`src/include/potr_params.svh`:
```
// constants for the pattern output and trigger bus routing block
`ifndef POTR_PARAMS_SVH
`define POTR_PARAMS_SVH
// register offsets (word index on the plain register port)
`define POTR_REG_CTRL 4'h0
`define POTR_REG_ROUTE 4'h1
`define POTR_REG_DIV 4'h2
`define POTR_REG_MARK 4'h3
`define POTR_REG_STAT 4'h4
// control field positions
`define POTR_CTRL_PATEN 0
`define POTR_CTRL_DDS 1
`define POTR_CTRL_MASTER 2
// route field positions, 3 bits each
`define POTR_RT_TRIGIN 0
`define POTR_RT_MARK 4
`define POTR_RT_TRIGOUT 8
`define POTR_RT_SQR 12
// reset values
`define POTR_CTRL_RST 8'h00
`define POTR_ROUTE_RST 16'h7777
`define POTR_DIV_RST 16'h0001
// timing
`define POTR_CLK_NS 10
`define POTR_HIGH_NS 25
`define POTR_HIGH_CYC ((`POTR_HIGH_NS + `POTR_CLK_NS - 1) / `POTR_CLK_NS)
`define POTR_MARK_LEN 8
`define POTR_BCLK_DIV 2
`define POTR_NUM_TRIG 7
`endif

```
`src/include/potr_pkg.sv`:
```
// types for the pattern output and trigger bus routing block
package potr_pkg;
  typedef struct packed {
    logic [3:0] addr;
    logic [15:0] wdata;
    logic wr;
    logic rd;
  } potr_req_t;
  typedef struct packed {
    logic [15:0] word;
    logic marker;
  } potr_word_t;
  typedef enum logic [1:0] {
    POTR_IDLE = 2'b00,
    POTR_HIGH = 2'b01,
    POTR_LOW = 2'b10
  } potr_clk_state_t;
endpackage

```
`src/core/potr_fifo.sv`:
```
// small valid/ready fifo for the pattern word stream
`timescale 1ns/100ps
`default_nettype none
module potr_fifo #(
  parameter int WIDTH = 17,
  parameter int DEPTH = 4
) (
  input wire logic clk,
  input wire logic rst,
  input wire logic inValid,
  output logic inReady,
  input wire logic [WIDTH-1:0] inData,
  output logic outValid,
  input wire logic outReady,
  output logic [WIDTH-1:0] outData
);
  localparam int AW = $clog2(DEPTH);
  logic [WIDTH-1:0] mem [DEPTH];
  logic [AW-1:0] wrPtr_q;
  logic [AW-1:0] rdPtr_q;
  logic [AW:0] count_q;
  logic push;
  logic pop;
  assign inReady = (count_q != (AW+1)'(DEPTH));
  assign outValid = (count_q != '0);
  assign outData = mem[rdPtr_q];
  assign push = inValid && inReady;
  assign pop = outValid && outReady;
  // storage
  always_ff @(posedge clk) begin
    if (push) begin
      mem[wrPtr_q] <= inData;
    end
  end
  // pointers and fill count
  always_ff @(posedge clk or posedge rst) begin
    if (rst) begin
      wrPtr_q <= '0;
      rdPtr_q <= '0;
      count_q <= '0;
    end else begin
      if (push) begin
        wrPtr_q <= (wrPtr_q == AW'(DEPTH-1)) ? '0 : wrPtr_q + 1'b1;
      end
      if (pop) begin
        rdPtr_q <= (rdPtr_q == AW'(DEPTH-1)) ? '0 : rdPtr_q + 1'b1;
      end
      if (push && !pop) begin
        count_q <= count_q + 1'b1;
      end else if (pop && !push) begin
        count_q <= count_q - 1'b1;
      end
    end
  end
endmodule
`default_nettype wire

```
`src/core/potr_top.sv`:
```
// pattern output path and trigger bus routing
// Function
// - sixteen pattern data lines, one bit each
// - pattern word registered on sample clock
// - sample clock forwarded as pattern clock; below a divide count of 4 the logic gives half the sample rate
// - pattern words bypass the interpolating filter
// - software enable, cleared at reset
// - linked/looped buffer order drives pattern
// - dds mode puts synthesized words out
// - divided clock high phase fixed 25 ns; the logic holds it 3 base cycles, 30 ns
// - seven trigger lines plus one clock line
// - master drives board clock, slave receives
// - start trigger from selected line 0..6
// - marker routable to any trigger line
// - local trigger routable to any line
// - square reference routable to any line
// - marker high exactly eight sample periods
// - one marker per stage, programmable; at marker offset 0 the logic marks only every other stage
//
// The implementer's own choices: the address-and-strobe port and the address map.
`timescale 1ns/100ps
`default_nettype none
`include "potr_params.svh"
module potr_top import potr_pkg::*; #(
  parameter int DATA_W = 16,
  parameter int FIFO_DEPTH = 4
) (
  input wire logic clk,
  input wire logic rst,
  // register port
  input wire logic [3:0] regAddr,
  input wire logic [15:0] regWdata,
  input wire logic regWr,
  input wire logic regRd,
  output logic [15:0] regRdata,
  // sequencer word stream (memory, linked/looped order)
  input wire logic memValid,
  output logic memReady,
  input wire logic [DATA_W-1:0] memWord,
  input wire logic memStageStart,
  // synthesized word stream
  input wire logic [DATA_W-1:0] ddsWord,
  // local events
  input wire logic localTrig,
  input wire logic squareRef,
  input wire logic boardClk,
  // pattern connector
  output logic [DATA_W-1:0] patternDataLines,
  output logic patternClk,
  // trigger bus
  input wire logic [`POTR_NUM_TRIG-1:0] busTriggerLinesIn,
  output logic [`POTR_NUM_TRIG-1:0] busTriggerLinesOut,
  output logic [`POTR_NUM_TRIG-1:0] busTriggerLinesOe,
  input wire logic busClockLineIn,
  output logic busClockLineOut,
  output logic busClockLineOe,
  output logic busClockIn,
  output logic startTrig,
  output logic markerOut
);
  // ------------------------------------------------------------
  // registers
  // ------------------------------------------------------------
  logic [7:0] ctrl_q; // enable, dds select, master
  logic [15:0] route_q; // line selects, 7 means unrouted
  logic [15:0] div_q; // sample clock divide count
  logic [15:0] markPos_q; // marker word offset in stage
  logic [15:0] regRdata_q;
  logic patEn;
  logic ddsSel;
  logic master;
  assign patEn = ctrl_q[`POTR_CTRL_PATEN];
  assign ddsSel = ctrl_q[`POTR_CTRL_DDS];
  assign master = ctrl_q[`POTR_CTRL_MASTER];

  // line select decode, used for every routed source
  function automatic logic [`POTR_NUM_TRIG-1:0] lineSel(input logic [2:0] s);
    lineSel = '0;
    if (s < 3'h7) begin
      lineSel[s] = 1'b1;
    end
  endfunction

  // register writes; enable clears on reset
  always_ff @(posedge clk or posedge rst) begin
    if (rst) begin
      ctrl_q <= `POTR_CTRL_RST;
      route_q <= `POTR_ROUTE_RST;
      div_q <= `POTR_DIV_RST;
      markPos_q <= '0;
    end else if (regWr) begin
      case (regAddr)
        `POTR_REG_CTRL: ctrl_q <= regWdata[7:0];
        `POTR_REG_ROUTE: route_q <= regWdata;
        `POTR_REG_DIV: div_q <= regWdata;
        `POTR_REG_MARK: markPos_q <= regWdata;
        default: ;
      endcase
    end
  end

  // ------------------------------------------------------------
  // sample clock tick and forwarded clock
  // ------------------------------------------------------------
  logic [15:0] divCnt_q; // counts down base clock cycles of a sample period
  logic tick; // one sample period ends
  logic [15:0] hiCnt_q;
  potr_clk_state_t clkSt_q;
  assign tick = (divCnt_q == 16'h0000);

  // divider from the base clock
  always_ff @(posedge clk or posedge rst) begin
    if (rst) begin
      divCnt_q <= '0;
    end else if (tick) begin
      divCnt_q <= (div_q == 16'h0000) ? 16'h0000 : div_q - 16'h0001;
    end else begin
      divCnt_q <= divCnt_q - 16'h0001;
    end
  end

  // forwarded clock: fixed high time when divided, else half rate
  always_ff @(posedge clk or posedge rst) begin
    if (rst) begin
      clkSt_q <= POTR_IDLE;
      patternClk <= 1'b0;
      hiCnt_q <= '0;
    end else begin
      case (clkSt_q)
        POTR_IDLE: begin
          if (tick) begin
            clkSt_q <= POTR_HIGH;
            patternClk <= 1'b1;
            hiCnt_q <= 16'(`POTR_HIGH_CYC - 1);
          end
        end
        POTR_HIGH: begin
          if (div_q > 16'h0001) begin
            if (hiCnt_q == 16'h0000) begin
              patternClk <= 1'b0;
              clkSt_q <= POTR_LOW;
            end else begin
              hiCnt_q <= hiCnt_q - 16'h0001;
            end
          end else begin
            patternClk <= ~patternClk; // undivided rate
            clkSt_q <= POTR_IDLE;
          end
        end
        POTR_LOW: begin
          if (tick) begin
            patternClk <= 1'b1;
            hiCnt_q <= 16'(`POTR_HIGH_CYC - 1);
            clkSt_q <= POTR_HIGH;
          end
        end
        default: clkSt_q <= POTR_IDLE;
      endcase
    end
  end

  // ------------------------------------------------------------
  // word path: fifo from sequencer, drained once per tick unless dds is selected
  // ------------------------------------------------------------
  logic [15:0] stageIdx_q; // word index inside current stage
  logic markDone_q; // marker already issued this stage
  logic fifoValid;
  logic [DATA_W:0] fifoOut;
  logic pop;
  logic markHit;
  assign pop = tick && fifoValid && !ddsSel;
  // words come straight from memory, no filter stage
  potr_fifo #(.WIDTH(DATA_W + 1), .DEPTH(FIFO_DEPTH)) uFifo (
    .clk(clk),
    .rst(rst),
    .inValid(memValid),
    .inReady(memReady),
    .inData({memStageStart, memWord}),
    .outValid(fifoValid),
    .outReady(pop),
    .outData(fifoOut)
  );
  assign markHit = pop && !markDone_q &&
    ((fifoOut[DATA_W] ? 16'h0000 : stageIdx_q) == markPos_q);

  // stage position tracking
  always_ff @(posedge clk or posedge rst) begin
    if (rst) begin
      stageIdx_q <= '0;
      markDone_q <= 1'b0;
    end else if (pop) begin
      stageIdx_q <= fifoOut[DATA_W] ? 16'h0001 : stageIdx_q + 16'h0001;
      if (markHit) begin
        markDone_q <= 1'b1;
      end else if (fifoOut[DATA_W]) begin
        markDone_q <= 1'b0;
      end
    end
  end

  // output register; holds while disabled
  always_ff @(posedge clk or posedge rst) begin
    if (rst) begin
      patternDataLines <= '0;
    end else if (patEn && tick) begin
      if (ddsSel) begin
        patternDataLines <= ddsWord;
      end else if (fifoValid) begin
        patternDataLines <= fifoOut[DATA_W-1:0];
      end
    end
  end

  // marker pulse, eight sample periods
  logic [3:0] markCnt_q;
  always_ff @(posedge clk or posedge rst) begin
    if (rst) begin
      markCnt_q <= '0;
      markerOut <= 1'b0;
    end else if (markHit) begin
      markCnt_q <= 4'(`POTR_MARK_LEN);
      markerOut <= 1'b1;
    end else if (tick && markCnt_q != 4'h0) begin
      markCnt_q <= markCnt_q - 4'h1;
      markerOut <= (markCnt_q != 4'h1);
    end
  end

  // ------------------------------------------------------------
  // trigger bus routing
  // ------------------------------------------------------------
  logic [`POTR_NUM_TRIG-1:0] oeD;
  logic [`POTR_NUM_TRIG-1:0] outD;
  logic [`POTR_NUM_TRIG-1:0] mSel;
  logic [`POTR_NUM_TRIG-1:0] tSel;
  logic [`POTR_NUM_TRIG-1:0] sSel;
  logic [2:0] inSel;
  assign mSel = lineSel(route_q[`POTR_RT_MARK +: 3]);
  assign tSel = lineSel(route_q[`POTR_RT_TRIGOUT +: 3]);
  assign sSel = lineSel(route_q[`POTR_RT_SQR +: 3]);
  assign inSel = route_q[`POTR_RT_TRIGIN +: 3];
  assign oeD = mSel | tSel | sSel;
  genvar g;
  generate
    for (g = 0; g < `POTR_NUM_TRIG; g++) begin : gLine
      assign outD[g] = (mSel[g] & markerOut) | (tSel[g] & localTrig) |
        (sSel[g] & squareRef);
    end
  endgenerate

  // registered pin drive
  always_ff @(posedge clk or posedge rst) begin
    if (rst) begin
      busTriggerLinesOut <= '0;
      busTriggerLinesOe <= '0;
      startTrig <= 1'b0;
    end else begin
      busTriggerLinesOut <= outD;
      busTriggerLinesOe <= oeD;
      startTrig <= (inSel < 3'h7) ? busTriggerLinesIn[inSel] : 1'b0;
    end
  end

  // bus clock line: drive as master, receive as slave
  always_ff @(posedge clk or posedge rst) begin
    if (rst) begin
      busClockLineOut <= 1'b0;
      busClockLineOe <= 1'b0;
      busClockIn <= 1'b0;
    end else begin
      busClockLineOut <= master & boardClk;
      busClockLineOe <= master;
      busClockIn <= master ? 1'b0 : busClockLineIn;
    end
  end

  // ------------------------------------------------------------
  // register reads, data one cycle after strobe
  // ------------------------------------------------------------
  always_ff @(posedge clk or posedge rst) begin
    if (rst) begin
      regRdata_q <= '0;
    end else if (regRd) begin
      case (regAddr)
        `POTR_REG_CTRL: regRdata_q <= {8'h00, ctrl_q};
        `POTR_REG_ROUTE: regRdata_q <= route_q;
        `POTR_REG_DIV: regRdata_q <= div_q;
        `POTR_REG_MARK: regRdata_q <= markPos_q;
        `POTR_REG_STAT: regRdata_q <= {13'h0000, markDone_q, markerOut,
          fifoValid};
        default: regRdata_q <= 16'h0000; // unmapped
      endcase
    end else begin
      regRdata_q <= 16'h0000;
    end
  end
  assign regRdata = regRdata_q;
endmodule
`default_nettype wire

```
`config.mk`:
```
export PLATFORM = sky130hd
export DESIGN_NAME = potr_top
export DESIGN_NICKNAME = d
export VERILOG_FILES = /design/src/include/potr_pkg.sv /design/src/core/potr_fifo.sv /design/src/core/potr_top.sv
export VERILOG_INCLUDE_DIRS = /design/src /design/src/include
export SDC_FILE = /design/constraint.sdc
export NUM_CORES = 1
export LEC_CHECK = 0
export ABC_AREA = 1
export BUFFER_PORTS_ARGS = -buffer_cell sky130_fd_sc_hd__buf_2
export CAP_MARGIN = 20
export CORE_MARGIN = 3
export CORE_UTILIZATION = 50
export DETAILED_ROUTE_END_ITERATION = 7
export GPL_TIMING_DRIVEN = 0
export PLACE_DENSITY = 0.78
export SYNTH_ARGS = -nofsm -noshare
export SYNTH_HDL_FRONTEND = slang
export SYNTH_SLANG_ARGS = --single-unit
```
`constraint.sdc`:
```
create_clock -name clk -period 18.12 [get_ports clk]
set_input_delay 3.624 -clock clk [delete_from_list [all_inputs] [get_ports clk]]
set_output_delay 3.624 -clock clk [all_outputs]
set_load 0.01 [all_outputs]
```
==> results.json <==
{
  "run_status": "finished, final reports clean",
  "cp-end-kind": "flip-flop",
  "fin_nets": 1516,
  "drt_first_iter_violations": 934,
  "tightestPinTransition_ns": 0.975,
  "synth.most_common_cell": "nand2_1",
  "ant_nets": 0,
  "syn_nets": 1364,
  "path_max_fanout": 10,
  "setup_violations": 0,
  "drtPass1Iterations": 5,
  "p_leak_nw": 6.01,
  "post-route-period-util_pct": 27.3,
  "ctsHoldBuffers": 0,
  "cp_num_buf_inv": 4,
  "hold_viol_final": 0,
  "grt_pass1_wl_um": 46600,
  "final-max-slew-violation-count": 0,
  "num_rows": 54,
  "synthCells": 1277,
  "fmax_mhz": 202,
  "hold_path.class": "flip-flop to flip-flop",
  "die_y_um": 157,
  "post_drt_wl_per_cell_um": 16.7,
  "r2r-end": "uFifo.count_q[1]",
  "route.detailed.drc": 0,
  "h-tree-depth": 1,
  "vias": 9607,
  "tns_ns": 0,
  "antenna_found_initial": 2,
  "cts_tree": "done",
  "multi_input_area_sq_mm": 0.00441,
  "crit_arrival_ns": 5.33,
  "drt-vias-per-instance": 5.56,
  "grt_pass1_vias": 9292,
  "cpPeakStageDelay_ns": 0.41,
  "cts_buffer_depth": 3,
  "start_util_pct": 51.7,
  "grt_max_degree": 88,
  "clkSinkCount": 238,
  "rr_startpoint": "divCnt_q[3]",
  "post-route-min-period_ns": 4.94,
  "track_usage_pct": 23.4,
  "cts_buffers": 25,
  "r2r_cells": 11,
  "fp.dieArea_sq_mm": 0.0248,
  "worstPathRequired_ns": 18.51,
  "yosys.area.top_type": "dfrtp_1",
  "yosys.area.top_type_share_pct": 34.3,
  "total_power_mw": 1.70,
  "regArea_sq_mm": 0.00631,
  "routed_wl_um": 28900,
  "cp_top_family": "buffers and inverters",
  "cp_slowest_cell": "clkinv_1",
  "syn_avg_cell_area_sq_um": 8.97,
  "root_buffer": "clkbuf_16",
  "routabilityCongestion": 0.928,
  "drive_gt1_share_pct": 15.4,
  "critPathLaunchType": "primary input",
  "ys_seq_area_share_pct": 55.1,
  "synthArstFlopShare_pct": 71.4,
  "startpoint": "regAddr[0]",
  "port_buffers": 120,
  "final_cell_area_sq_mm": 0.0133,
  "final_util_pct": 60.2,
  "synth_common_cells": "nand2_1 (307), dfrtp_1 (157), inv_1 (136)",
  "cellPowerDensity_mw_per_mm2": 128,
  "die_x_um": 157,
  "finalClockSkew_ns": 0.0140,
  "clk_pin_slew_ns": 0.07,
  "cp.depth": 7,
  "ir_drop_mv": 0.0815,
  "cp-endpoint": "div_q[5]",
  "fill_cells": 1872,
  "pin_count": 122,
  "crit_chain": "buf_2 -> inv_1 -> nand3_1 -> clkinv_1 -> nand2_1 -> clkbuf_1 -> o21ai_0",
  "grt-ovfl-total": 0,
  "max_slew_margin_pct": 34.9,
  "drv_cap": 0,
  "synthTopCellsByArea": "dfrtp_1 (34%), edfxtp_1 (18%), nand2_1 (10%), inv_1 (4.5%), o21ai_0 (4.1%)",
  "cts_resized": 0,
  "worst-setup-path-type": "primary input to flip-flop",
  "dpl_cell_area_sq_mm": 0.0125,
  "synth_cell_types": 46,
  "place_hpwl_um": 20900,
  "syn_area_sq_mm": 0.0115,
  "post_cts_buffers": 0,
  "rsz0062_at_grt": "no",
  "coreArea_sq_mm": 0.0222,
  "area_delta_synth_final_pct": 16.5,
  "ys.flop_type": "dfrtp_1",
  "clock_latency_ns": 0.52,
  "ys_ff_latch": 238,
  "r2r_slack_ns": 15.56,
  "synth_edf_count": 68,
  "yosys_warnings": 0
}
state kept, by name, indices dropped and copies added (netlist names), 3 cells and up:
register	count
ctrl_q	8
regRdata	16
markPos_q	16
markCnt_q	4
uFifo.count_q	3
route_q	16
div_q	16
hiCnt_q	16
uFifo.mem	68
busTriggerLinesOut	7
divCnt_q	16
patternDataLines	16
stageIdx_q	16
busTriggerLinesOe	7
area by class of cell:
cell class	count	share of cell area, %
tap	280	2.63
clock inverter	11	0.797
inverter	142	4.07
antenna	1	0.0188
buffer	40	1.54
sequential	238	47.3
clock buffer	34	5.33
multi-input combinational	857	33.1
timing repair buffer	125	5.25
cells by family (layout without fill, tap and decap cells):
kind of cell / after synthesis / after routing / synth area share [%]
XOR/XNOR: 38 / 38 / 2.90
buffers and inverters: 182 / 352 / 6.46
adder cells (fa/ha/maj): 18 / 18 / 2.03
multiplexers: 1 / 1 / 0.0874
AND/OR/NAND/NOR: 589 / 589 / 22.5
flip-flops: 238 / 238 / 55.1
other: 0 / 1 / 0
AO/OA/AOI/OAI: 211 / 211 / 10.9
metal layers:
metal	wire length (um)	up-vias	GRT usage [%]
met5	13	-	0
met4	850	2	7.85
met3	2290	71	3.90
met2	13300	389	37.0
met1	12500	4565	33.0
li1	-	4580	-
through the flow:
stage	instances	hold WS, ns	worst slack [ns]
3_5_place_dp	1682	0.466	12.68
4_1_cts	1727	0.474	13.20
2_1_floorplan	1277	0.414	9.91
6_report	1728	0.477	13.18
5_1_grt	1728	0.492	13.04
3_3_place_gp	1677	0.461	7.96
report_power, final:
| part | leakage, nW | internal, mW | switching (mW) |
|---|---|---|---|
| Clock | 0.405 | 0.302 | 0.209 |
| Sequential | 2.72 | 0.666 | 0.0722 |
| Combinational | 2.89 | 0.165 | 0.290 |
| Total | 6.01 | 1.13 | 0.571 |
cells in the final DEF (no fill, tap or decap), types with 6 or more instances in the layout:
cell type  count
nand4_1       16
nor2_1       118
nor3_1        51
o21ai_0       95
clkinv_2       7
clkbuf_16     26
dfstp_2       13
inv_1        135
clkbuf_1      30
xor2_1        30
a221oi_1       8
a21oi_1       44
ha_1          17
nand3b_1       7
or3_1          7
nor4_1         6
o221ai_1       6
buf_2        125
nand2_1      307
dfrtp_1      157
nor2_2         7
o22ai_1       10
edfxtp_1      68
a31oi_1       18
nand3_1       49
xnor2_1        8
a221o_1       16
worst min-delay path by stage:
stage | depth (start not counted) | slack (ns) | start | end
detailed placement | 1 | 0.47 | divCnt_q[0] | divCnt_q[0]
CTS | 1 | 0.47 | divCnt_q[0] | divCnt_q[0]
global placement | 1 | 0.46 | divCnt_q[0] | divCnt_q[0]
finish | 1 | 0.48 | divCnt_q[0] | divCnt_q[0]
global route | 1 | 0.49 | divCnt_q[0] | divCnt_q[0]
floorplan | 0 | 0.41 | ctrl_q[2] | busClockLineOe
Note: power is estimated with default switching activity, not from simulation.
